`src/fbc_cfg.svh`:
```
`ifndef FBC_CFG_SVH
`define FBC_CFG_SVH

// Software register offsets
`define FBC_OFS_CTRL    8'h00
`define FBC_OFS_ADDR    8'h04
`define FBC_OFS_WDATA   8'h08
`define FBC_OFS_STATUS  8'h0C
`define FBC_OFS_RDATA   8'h10
`define FBC_OFS_PINS    8'h14

// Field positions
`define FBC_CTRL_OP_LSB 0
`define FBC_ST_SEQ_BUSY 0
`define FBC_ST_ENG_BUSY 1
`define FBC_ST_PWR_DOWN 2
`define FBC_ST_REFUSED  3
`define FBC_PINS_WP     0

// Reset values
`define FBC_RST_ADDR    20'h00000
`define FBC_RST_WDATA   16'h0000
`define FBC_RST_WP_N    1'b0

// Command codes, low byte only
`define FBC_CMD_ARRAY   8'hFF
`define FBC_CMD_IDENT   8'h90
`define FBC_CMD_STATUS  8'h70
`define FBC_CMD_CLEAR   8'h50
`define FBC_CMD_WWRITE  8'h40
`define FBC_CMD_ERASE   8'h20
`define FBC_CMD_SUSPEND 8'hB0
`define FBC_CMD_CONFIRM 8'hD0
`define FBC_CMD_XSTATUS 8'h71
`define FBC_CMD_LOCK    8'h77
`define FBC_CMD_UPLOAD  8'h97

// Timing
`define FBC_CLK_PERIOD_NS 40
`define FBC_T_RECOVER_NS  300
`define FBC_RECOVER_CYC \
  ((`FBC_T_RECOVER_NS + `FBC_CLK_PERIOD_NS - 1) / `FBC_CLK_PERIOD_NS)

`endif

```
`src/fbc_pkg.sv`:
```
`default_nettype none
package fbc_pkg;

  typedef enum logic [3:0] {
    FBC_OP_READ    = 4'h0,
    FBC_OP_ARRAY   = 4'h1,
    FBC_OP_IDENT   = 4'h2,
    FBC_OP_STATUS  = 4'h3,
    FBC_OP_CLEAR   = 4'h4,
    FBC_OP_WWRITE  = 4'h5,
    FBC_OP_ERASE   = 4'h6,
    FBC_OP_SUSPEND = 4'h7,
    FBC_OP_RESUME  = 4'h8,
    FBC_OP_XSTATUS = 4'h9,
    FBC_OP_LOCK    = 4'hA,
    FBC_OP_UPLOAD  = 4'hB,
    FBC_OP_PD_IN   = 4'hC,
    FBC_OP_PD_OUT  = 4'hD
  } fbc_op_type;

  typedef enum logic [2:0] {
    FBC_ST_IDLE    = 3'b000,
    FBC_ST_ROW     = 3'b001,
    FBC_ST_RAS     = 3'b010,
    FBC_ST_CADR    = 3'b011,
    FBC_ST_CAS     = 3'b100,
    FBC_ST_HOLD    = 3'b101,
    FBC_ST_END     = 3'b110,
    FBC_ST_RECOVER = 3'b111
  } fbc_state_type;

endpackage
`default_nettype wire

```
`src/fbc_host.sv`:
```
// Summary of operation
// - Row address always strobed before column address
// - Second command cycle reuses open row page
// - Wait recovery time after power-down release
// - Identifier read uses address bit zero
// - Code FF selects array reads
// - Word write is 40 then address and data
// - Erase is 20 then D0 at block
// - Suspend B0, resume D0, any address
// - Code 71 selects extended status reads
// - Block lock is 77 then D0 at block
// - Upload lock bits with 97 then D0
`timescale 1ns/1ps
`default_nettype none
`include "fbc_cfg.svh"

module fbc_host #(
  parameter int ACT_CYCLES = 4
) (
  input  wire logic        mclk,
  input  wire logic        rst,
  input  wire logic [7:0]  reg_addr,
  input  wire logic [31:0] reg_wdata,
  input  wire logic        reg_wr,
  input  wire logic        reg_rd,
  output var  logic [31:0] reg_rdata,
  output var  logic [9:0]  flash_addr,
  output var  logic        ras_n,
  output var  logic        cas_n,
  output var  logic        oe_n,
  output var  logic        we_n,
  output var  logic        powerdown_reset_n,
  output var  logic        write_protect_n,
  output var  logic [15:0] dq_out,
  output var  logic        dq_oe_n,
  input  wire logic [15:0] dq_in,
  input  wire logic        engine_idle_od_n
);

  localparam logic [7:0] RECOVER_CYC = 8'(`FBC_RECOVER_CYC);

  // Shorter strobes would outrun the data sampler
  if (ACT_CYCLES < 4 || ACT_CYCLES > 255) begin : g_act_check
    $error("ACT_CYCLES must lie in 4..255");
  end

  fbc_pkg::fbc_state_type state;
  fbc_pkg::fbc_op_type    op;
  logic        phase;
  logic [7:0]  cnt;
  logic [19:0] addr_reg;
  logic [15:0] wdata_reg;
  logic [15:0] rdata_reg;
  logic        pd_active;
  logic        refused;
  logic        idle_s1;
  logic        idle_s2;
  logic        idle_s3;
  logic        engine_idle;
  logic [15:0] dq_s1;
  logic [15:0] dq_s2;
  logic [15:0] dq_s3;
  logic        ctrl_wr;
  logic        ctrl_ok;
  logic        cur_read;
  logic        last_cycle;
  logic [15:0] cur_data;

  function automatic logic [7:0] first_code(input fbc_pkg::fbc_op_type o);
    case (o)
      fbc_pkg::FBC_OP_ARRAY:   first_code = `FBC_CMD_ARRAY;
      fbc_pkg::FBC_OP_IDENT:   first_code = `FBC_CMD_IDENT;
      fbc_pkg::FBC_OP_STATUS:  first_code = `FBC_CMD_STATUS;
      fbc_pkg::FBC_OP_CLEAR:   first_code = `FBC_CMD_CLEAR;
      fbc_pkg::FBC_OP_WWRITE:  first_code = `FBC_CMD_WWRITE;
      fbc_pkg::FBC_OP_ERASE:   first_code = `FBC_CMD_ERASE;
      fbc_pkg::FBC_OP_SUSPEND: first_code = `FBC_CMD_SUSPEND;
      fbc_pkg::FBC_OP_RESUME:  first_code = `FBC_CMD_CONFIRM;
      fbc_pkg::FBC_OP_XSTATUS: first_code = `FBC_CMD_XSTATUS;
      fbc_pkg::FBC_OP_LOCK:    first_code = `FBC_CMD_LOCK;
      fbc_pkg::FBC_OP_UPLOAD:  first_code = `FBC_CMD_UPLOAD;
      default:                 first_code = 8'h00;
    endcase
  endfunction

  function automatic logic two_cycle(input fbc_pkg::fbc_op_type o);
    case (o)
      fbc_pkg::FBC_OP_WWRITE,
      fbc_pkg::FBC_OP_ERASE,
      fbc_pkg::FBC_OP_LOCK,
      fbc_pkg::FBC_OP_UPLOAD: two_cycle = 1'b1;
      default:                two_cycle = 1'b0;
    endcase
  endfunction

  function automatic logic bus_op(input logic [3:0] o);
    bus_op = (o <= 4'hB);
  endfunction

  assign ctrl_wr  = reg_wr && (reg_addr == `FBC_OFS_CTRL);
  assign ctrl_ok  = (state == fbc_pkg::FBC_ST_IDLE) &&
                    (pd_active ? (reg_wdata[3:0] == 4'hD)
                               : (reg_wdata[3:0] <= 4'hC));
  assign cur_read = (op == fbc_pkg::FBC_OP_READ);
  assign last_cycle = !(two_cycle(op) && !phase);

  // Upper byte zero on command cycles; only word data uses it
  always_comb begin
    if (phase && op == fbc_pkg::FBC_OP_WWRITE) begin
      cur_data = wdata_reg;
    end else if (phase) begin
      cur_data = {8'h00, `FBC_CMD_CONFIRM};
    end else begin
      cur_data = {8'h00, first_code(op)};
    end
  end

  // Busy pin and data pins are asynchronous to mclk
  always_ff @(posedge mclk or posedge rst) begin
    if (rst) begin
      idle_s1     <= 1'b1;
      idle_s2     <= 1'b1;
      idle_s3     <= 1'b1;
      engine_idle <= 1'b1;
    end else begin
      idle_s1 <= engine_idle_od_n;
      idle_s2 <= idle_s1;
      idle_s3 <= idle_s2;
      if (idle_s2 == idle_s3) begin
        engine_idle <= idle_s3;
      end
    end
  end

  always_ff @(posedge mclk or posedge rst) begin
    if (rst) begin
      dq_s1 <= 16'h0000;
      dq_s2 <= 16'h0000;
      dq_s3 <= 16'h0000;
    end else begin
      dq_s1 <= dq_in;
      dq_s2 <= dq_s1;
      dq_s3 <= dq_s2;
    end
  end

  // Software registers
  always_ff @(posedge mclk or posedge rst) begin
    if (rst) begin
      addr_reg        <= `FBC_RST_ADDR;
      wdata_reg       <= `FBC_RST_WDATA;
      write_protect_n <= `FBC_RST_WP_N;
    end else if (reg_wr) begin
      case (reg_addr)
        `FBC_OFS_ADDR:  addr_reg        <= reg_wdata[19:0];
        `FBC_OFS_WDATA: wdata_reg       <= reg_wdata[15:0];
        `FBC_OFS_PINS:  write_protect_n <= reg_wdata[`FBC_PINS_WP];
        default:        ;
      endcase
    end
  end

  // Refused orders stay flagged; a new refusal beats the clear
  always_ff @(posedge mclk or posedge rst) begin
    if (rst) begin
      refused <= 1'b0;
    end else if (ctrl_wr && !ctrl_ok) begin
      refused <= 1'b1;
    end else if (reg_wr && reg_addr == `FBC_OFS_STATUS) begin
      refused <= 1'b0;
    end
  end

  always_ff @(posedge mclk or posedge rst) begin
    if (rst) begin
      reg_rdata <= 32'h0000_0000;
    end else if (reg_rd) begin
      case (reg_addr)
        `FBC_OFS_CTRL:   reg_rdata <= {28'h0000000, op};
        `FBC_OFS_ADDR:   reg_rdata <= {12'h000, addr_reg};
        `FBC_OFS_WDATA:  reg_rdata <= {16'h0000, wdata_reg};
        `FBC_OFS_STATUS: reg_rdata <= {28'h0000000, refused, pd_active,
                                       !engine_idle,
                                       state != fbc_pkg::FBC_ST_IDLE};
        `FBC_OFS_RDATA:  reg_rdata <= {16'h0000, rdata_reg};
        `FBC_OFS_PINS:   reg_rdata <= {31'h00000000, write_protect_n};
        default:         reg_rdata <= 32'h0000_0000;
      endcase
    end else begin
      reg_rdata <= 32'h0000_0000;
    end
  end

  // Bus sequencer; all pins except write_protect_n change only here
  always_ff @(posedge mclk or posedge rst) begin
    if (rst) begin
      state             <= fbc_pkg::FBC_ST_RECOVER;
      op                <= fbc_pkg::FBC_OP_READ;
      phase             <= 1'b0;
      cnt               <= 8'h00;
      pd_active         <= 1'b0;
      powerdown_reset_n <= 1'b0;
      flash_addr        <= 10'h000;
      ras_n             <= 1'b1;
      cas_n             <= 1'b1;
      oe_n              <= 1'b1;
      we_n              <= 1'b1;
      dq_out            <= 16'h0000;
      dq_oe_n           <= 1'b1;
      rdata_reg         <= 16'h0000;
    end else begin
      case (state)
        fbc_pkg::FBC_ST_IDLE: begin
          if (ctrl_wr && ctrl_ok) begin
            op    <= fbc_pkg::fbc_op_type'(reg_wdata[3:0]);
            phase <= 1'b0;
            if (bus_op(reg_wdata[3:0])) begin
              state <= fbc_pkg::FBC_ST_ROW;
            end else if (reg_wdata[3:0] == 4'hC) begin
              powerdown_reset_n <= 1'b0;
              pd_active         <= 1'b1;
            end else begin
              powerdown_reset_n <= 1'b1;
              cnt               <= 8'h00;
              state             <= fbc_pkg::FBC_ST_RECOVER;
            end
          end
        end
        fbc_pkg::FBC_ST_ROW: begin
          flash_addr <= addr_reg[19:10];
          state      <= fbc_pkg::FBC_ST_RAS;
        end
        fbc_pkg::FBC_ST_RAS: begin
          ras_n <= 1'b0;
          state <= fbc_pkg::FBC_ST_CADR;
        end
        fbc_pkg::FBC_ST_CADR: begin
          flash_addr <= addr_reg[9:0];
          if (!cur_read) begin
            dq_out  <= cur_data;
            dq_oe_n <= 1'b0;
          end
          state <= fbc_pkg::FBC_ST_CAS;
        end
        fbc_pkg::FBC_ST_CAS: begin
          cas_n <= 1'b0;
          oe_n  <= !cur_read;
          we_n  <= cur_read;
          cnt   <= 8'h01;
          state <= fbc_pkg::FBC_ST_HOLD;
        end
        fbc_pkg::FBC_ST_HOLD: begin
          // Three-stage data sampler needs the extra hold cycles
          if (cnt < 8'(ACT_CYCLES)) begin
            cnt <= cnt + 8'h01;
          end else if (!cur_read || dq_s2 == dq_s3) begin
            if (cur_read) begin
              rdata_reg <= dq_s3;
            end
            cas_n <= 1'b1;
            oe_n  <= 1'b1;
            we_n  <= 1'b1;
            state <= fbc_pkg::FBC_ST_END;
          end
        end
        fbc_pkg::FBC_ST_END: begin
          dq_oe_n <= 1'b1;
          if (!last_cycle) begin
            phase <= 1'b1;
            state <= fbc_pkg::FBC_ST_CADR;
          end else begin
            ras_n <= 1'b1;
            state <= fbc_pkg::FBC_ST_IDLE;
          end
        end
        fbc_pkg::FBC_ST_RECOVER: begin
          powerdown_reset_n <= 1'b1;
          pd_active         <= 1'b0;
          if (cnt >= RECOVER_CYC) begin
            state <= fbc_pkg::FBC_ST_IDLE;
          end else begin
            cnt <= cnt + 8'h01;
          end
        end
        default: begin
          state <= fbc_pkg::FBC_ST_IDLE;
        end
      endcase
    end
  end

endmodule

`default_nettype wire

```
`config.mk`:
```
export PLATFORM = sky130hd
export DESIGN_NAME = fbc_host
export DESIGN_NICKNAME = d
export VERILOG_FILES = /design/src/fbc_pkg.sv /design/src/fbc_host.sv
export VERILOG_INCLUDE_DIRS = /design/src /design/src/src
export SDC_FILE = /design/constraint.sdc
export NUM_CORES = 1
export LEC_CHECK = 0
export BUFFER_PORTS_ARGS = -buffer_cell sky130_fd_sc_hd__buf_2
export CAP_MARGIN = 10
export CORE_MARGIN = 4
export CORE_UTILIZATION = 35
export DETAILED_ROUTE_END_ITERATION = 10
export PLACE_DENSITY = 0.53
export REMOVE_ABC_BUFFERS = 1
export SLEW_MARGIN = 10
export SYNTH_ARGS = -nofsm -noshare
export SYNTH_HDL_FRONTEND = slang
export SYNTH_SLANG_ARGS = --single-unit
```
`constraint.sdc`:
```
create_clock -name mclk -period 8.9 [get_ports mclk]
set_input_delay 1.78 -clock mclk [delete_from_list [all_inputs] [get_ports mclk]]
set_output_delay 1.78 -clock mclk [all_outputs]
set_load 0.1 [all_outputs]
```
* Yosys cells after proc, flatten, opt, wreduce, memory -nomap -nowiden
Memory sizes are Yosys's and may differ from the RTL's.
Index checks and enable logic that the tools add are counted.
Widths: inputs -> output; s select.
** Storage, ports and cells
- Latch bits :: 0
- Bits in writable memories :: 0
- Memories :: 1
- Register bits :: 187
- ROM bits :: 128
** Cells by class
- $add $sub $neg :: 1
- Eq/ne operators :: 33
- Shift-type cells :: 0
- Bitwise gates (word level) :: 2
- Magnitude comparators :: 4
- Multiplexer cells :: 43
- Reduce and logical (&&, ||, !) cells :: 39
- Multiply operators :: 0
- Div/mod/pow operators :: 0
** Memory list
- (name not given) :: words 16, width 8, rd ports 1, clocked after memory_dff 0, wr ports 0, RTL line fbc_host.sv:70 : case (o)
** Operator list (count)
- $pmux 20 s6 :: 1
- $mux 8 :: 6
- $mux 32 :: 1
- $pmux 8 s4 :: 1
- $pmux 3 s8 :: 1
- $ne 2x2->1 const B :: 10
- $pmux 10 s2 :: 1
- $mux 3 :: 6
- $eq 16x16->1 :: 1
- $eq 4x4->1 const B :: 4
- $eq 8x4->1 const B :: 2
- $eq 8x5->1 const B :: 2
- $mux 1 :: 16
- $mux 16 :: 1
- $pmux 1 s2 :: 8
- $reduce_and 2->1 :: 7
- $reduce_bool 2->1 :: 7
- $eq 3x3->1 const B :: 4
- $reduce_and 3->1 :: 3
- $add 8x1->8 const B :: 1
- $eq 4x3->1 const B :: 2
- $eq 8x3->1 const B :: 1
- $ge 8x4->1 const B :: 1
- $le 4x4->1 const B :: 2
- 20 further kinds :: 33

* Depth between registers and ports, before layout
- Depth in word-level cells :: 6
- Gate-level depth with buffers :: 7

* Worst setup path before layout
Ideal clock, no wire load.
- Path kind :: in2reg
- Start :: in reg_addr[4]
- End :: reg wdata_reg[0]
- Path buffers :: 1
- Stages :: 6
- Data required time :: 8775 ps
- Arrival time :: 3029 ps
- Slack :: 5746 ps
- Library setup time :: 125 ps
- Path through :: nor4_4 -> nand3_1 -> nor2_2 -> nand2_2 -> buf_2 -> mux2_2
** Between the ends
- Word-level cells in the longest chain between the ends :: 2
** RTL lines
- from (decl) :: RTL line fbc_host.sv:22 : input wire logic [7:0] reg_addr,
- $eq 8x4->1 :: RTL line fbc_host.sv:154 : case (reg_addr)
- $reduce_and 2->1 (no line)
- to (signal assigned) :: RTL line fbc_host.sv:151 : wdata_reg <= `FBC_RST_WDATA;
- to (signal assigned) :: RTL line fbc_host.sv:156 : `FBC_OFS_WDATA: wdata_reg <= reg_wdata[15:0];
- to (decl) :: RTL line fbc_host.sv:52 : logic [15:0] wdata_reg;
No other way between the ends.
A chain may end at the register's enable or synchronous reset.

* Worst setup path after layout
- Start :: in reg_addr[4]
- End :: reg addr_reg[7]
** Between the ends
- Word-level cells in the longest chain between the ends :: 2
** RTL lines
- $eq 8x3->1 :: RTL line fbc_host.sv:154
- $reduce_and 2->1 (no line)
- to (signal assigned) :: RTL line fbc_host.sv:150 : addr_reg <= `FBC_RST_ADDR;
- to (signal assigned) :: RTL line fbc_host.sv:155 : `FBC_OFS_ADDR: addr_reg <= reg_wdata[19:0];
- to (decl) :: RTL line fbc_host.sv:51 : logic [19:0] addr_reg;
No other way between the ends.

==> out/results.tsv <==
metric	value	unit
CP Class	input pin to register	
H-tree depth	4	
total CTS buffers	17	
CTS Hold Bufs	0	
adder-cell share of the synthesized area	0.0120	
post-DP HPWL	11800	um
via count	4863	
Synth cell types	57	
GR Util All Layers	0.158	
asr flop ratio synth	1.00	
Combinational Power Share	0.202	
latest clock arrival within the worst-skew pair	0.43	ns
I/O pin cnt	126	
VDD IR-drop max	0.000138	V
FF-to-FF path depth	6	
Final Skew	0.0107	ns
Synth Register Bits	175	
Worst R2R Setup Slack	6.11	ns
P_leak	4.07	nW
simple-gate share of the synthesized area	0.114	
number of flops mapped to enable cells by yosys	0	
Post-CTS Resized	0	
grt ovf	0	
xor/xnor share of the synthesized area	0.0210	
Final Non-Filler Cells	949	
Iter 0 DRT Violations	310	
switch share	0.347	
vias per cell	5.12	
Min Clock Period, post-route	4.34	ns
M2 GR Usage	0.255	
Die Height	150	um
hold slack	0.348	ns
Worst Hold Depth	0	
Final nets	737	
largest family of logic cells by synthesized area	simple AND/OR/NAND/NOR gates	
Reg power frac	0.444	
layout cells sized above 1	0.315	
WP data arrival	4.65	ns
pre-CTS worst setup slack	4.12	ns
Clock power frac	0.355	
top_reg_cell synth	dfrtp_1	
Avg Inst Size Synth	12.4	um^2
worst r2r src	op[1]	
setup TNS	0	ns
Synth Area in Compound Gates	0.0949	
Hold Crit Class	register to register	
overall routed net length	17400	um
share of the synthesized area in the top cell type	0.574	
post-CTS setup buffer count	0	
Top Usage Layer GRT	met2	
largest net degree at the start of global routing	103	
buffers added on ports	101	
CP max FO	20	
FF-to-FF End	rdata_reg[15]	
met1 GRT Util	0.213	
internal power	1.36	mW
Final Util	0.425	
Hold Violations, Final	0	
Critical Path Sink Type	register	
full die area	22600	um^2
Cell Area, Synth	7100	um^2
vias in the first global route	4862	
fin crit share	0.488	
Rel. slew slack	0.240	
Hold Path Sink	dq_s2[1]	
Clock Sinks	175	
initial antenna violation count	0	
# fillers	1862	
Mapped Cells	575	
post-synthesis sequential area ratio	0.619	
Max-Cap Viols	0	
slew of the pin with the lowest slew margin	1.14	ns
pwr dens	249	nW/um^2
CTS max path bufs	2	
met3 usage	0.0334	
Synth area leaders	dfrtp_1 57%, mux2_2 9.0%, dfstp_2 4.4%, nand2_1 2.7%, o21ai_0 2.2%	
Wirelength per Cell	18.4	um
fmax	230	MHz
multiplexer share of the synthesized area	0.106	
antenna-violating nets left	0	
clk slew on worst S/H paths	0.07	ns
Core Area	19700	um^2
Synth area leader	dfrtp_1	
synth-to-layout area growth	18.1	%
Worst EP required	9.20	ns
Critical Path Source Type	input pin	
Die X	150	um
Ys Warns	0	
Initial Util	0.360	
CTS tree	built	
DRT Pass-1 Iters	4	
min-delay src	dq_s1[1]	
DP Cell Count	916	
Row Count	51	
status	finished, final reports clean	
max-slew violation count	0	
NetSw	0.725	mW
worst setup margin	4.56	ns
# DRC	0	
first-pass GRT wire length	27400	um
Final setup viols	0	
RSZ-0062 raised after global routing	no	
RD Place Congestion	0.863	
root buf cell	clkbuf_16	
## critical path: stages
cell	delay (ns)
buf_2	0.15
nor4_4	0.36
and3_1	0.87
nand2_1	0.92
mux2_2	0.55
## cell usage in the layout, fill, tap and decap left out, drive strengths merged, types with 2 or more instances in the layout
cell type and n:
a211oi 5, a21oi 18, a221oi 2, a222oi 15, a22oi 3, a41oi 3, and2 5, and3 11
buf 102, clkbuf 18, clkinv 3, clkinvlp 2, conb 12, dfrtp 163, dfstp 12, ha 6
inv 18, mux2 57, mux2i 11, nand2 53, nand2b 4, nand3 19, nand4 6, nor2 35
nor2b 6, nor3 6, nor4 6, o21ai 31, o22ai 7, o31a 2, or2 4, or4 2
xnor2 16
## synthesized netlist by cell type, drive strengths merged, types with 3 or more instances
library cell and number:
dfrtp 163, mux2 57, nand2 53, nor2 35
o21ai 31, buf 19, nand3 19, a21oi 18
clkbuf 18, xnor2 16, a222oi 15, dfstp 12
and3 11, mux2i 11, inv 10, o22ai 7
ha 6, nand4 6, nor2b 6, nor3 6
nor4 6, a211oi 5, and2 5, nand2b 4
or2 4, a22oi 3, a41oi 3
## power by group through the flow
stage / clock network (mW) / logic (mW) / registers (mW)
2_1_floorplan: 0 / 0.191 / 1.06
3_3_place_gp: 0 / 0.413 / 0.940
3_5_place_dp: 0 / 0.421 / 0.943
4_1_cts: 0.758 / 0.422 / 0.927
5_1_grt: 0.787 / 0.451 / 0.937
6_report: 0.741 / 0.421 / 0.927
## stage by stage
step / area [um^2] / power (mW)
2_1_floorplan: 6950 / 1.25
3_3_place_gp: 7800 / 1.35
3_5_place_dp: 7800 / 1.36
4_1_cts: 8390 / 2.11
5_1_grt: 8390 / 2.17
6_report: 8390 / 2.09
## cells by family (layout without fill, tap and decap cells)
| family | after synthesis | after routing |
|---|---|---|
| other cells | 1 | 13 |
| xor+xnor | 17 | 17 |
| buf+inv | 47 | 144 |
| mux | 68 | 68 |
| flops | 175 | 175 |
| fa+ha+maj | 7 | 7 |
| compound gates | 99 | 99 |
| simple gates | 161 | 161 |
## layer usage
metal	up-vias	part of all wire
met4	0	0.017
met5	-	0
li1	2230	-
met3	19	0.050
met2	145	0.48
met1	2469	0.45
## worst max-delay path by stage
stage	to	start
floorplan	addr_reg[0]	rst
global placement	addr_reg[16]	reg_addr[4]
detailed placement	addr_reg[7]	reg_addr[4]
CTS	addr_reg[7]	reg_addr[4]
global route	addr_reg[1]	reg_addr[4]
finish	addr_reg[7]	reg_addr[4]
## area by class of cell
class	instances	area, um^2	share of cell area
sequential	175	4390	0.524
timing repair buffer	102	513	0.0611
clock buffer	18	439	0.0523
antenna	1	2.50	0.000298
clock inverter	14	145	0.0173
multi-input combinational	364	2520	0.301
tap	265	332	0.0395
inverter	10	42.5	0.00507
Power figures use the tool's default switching activity.
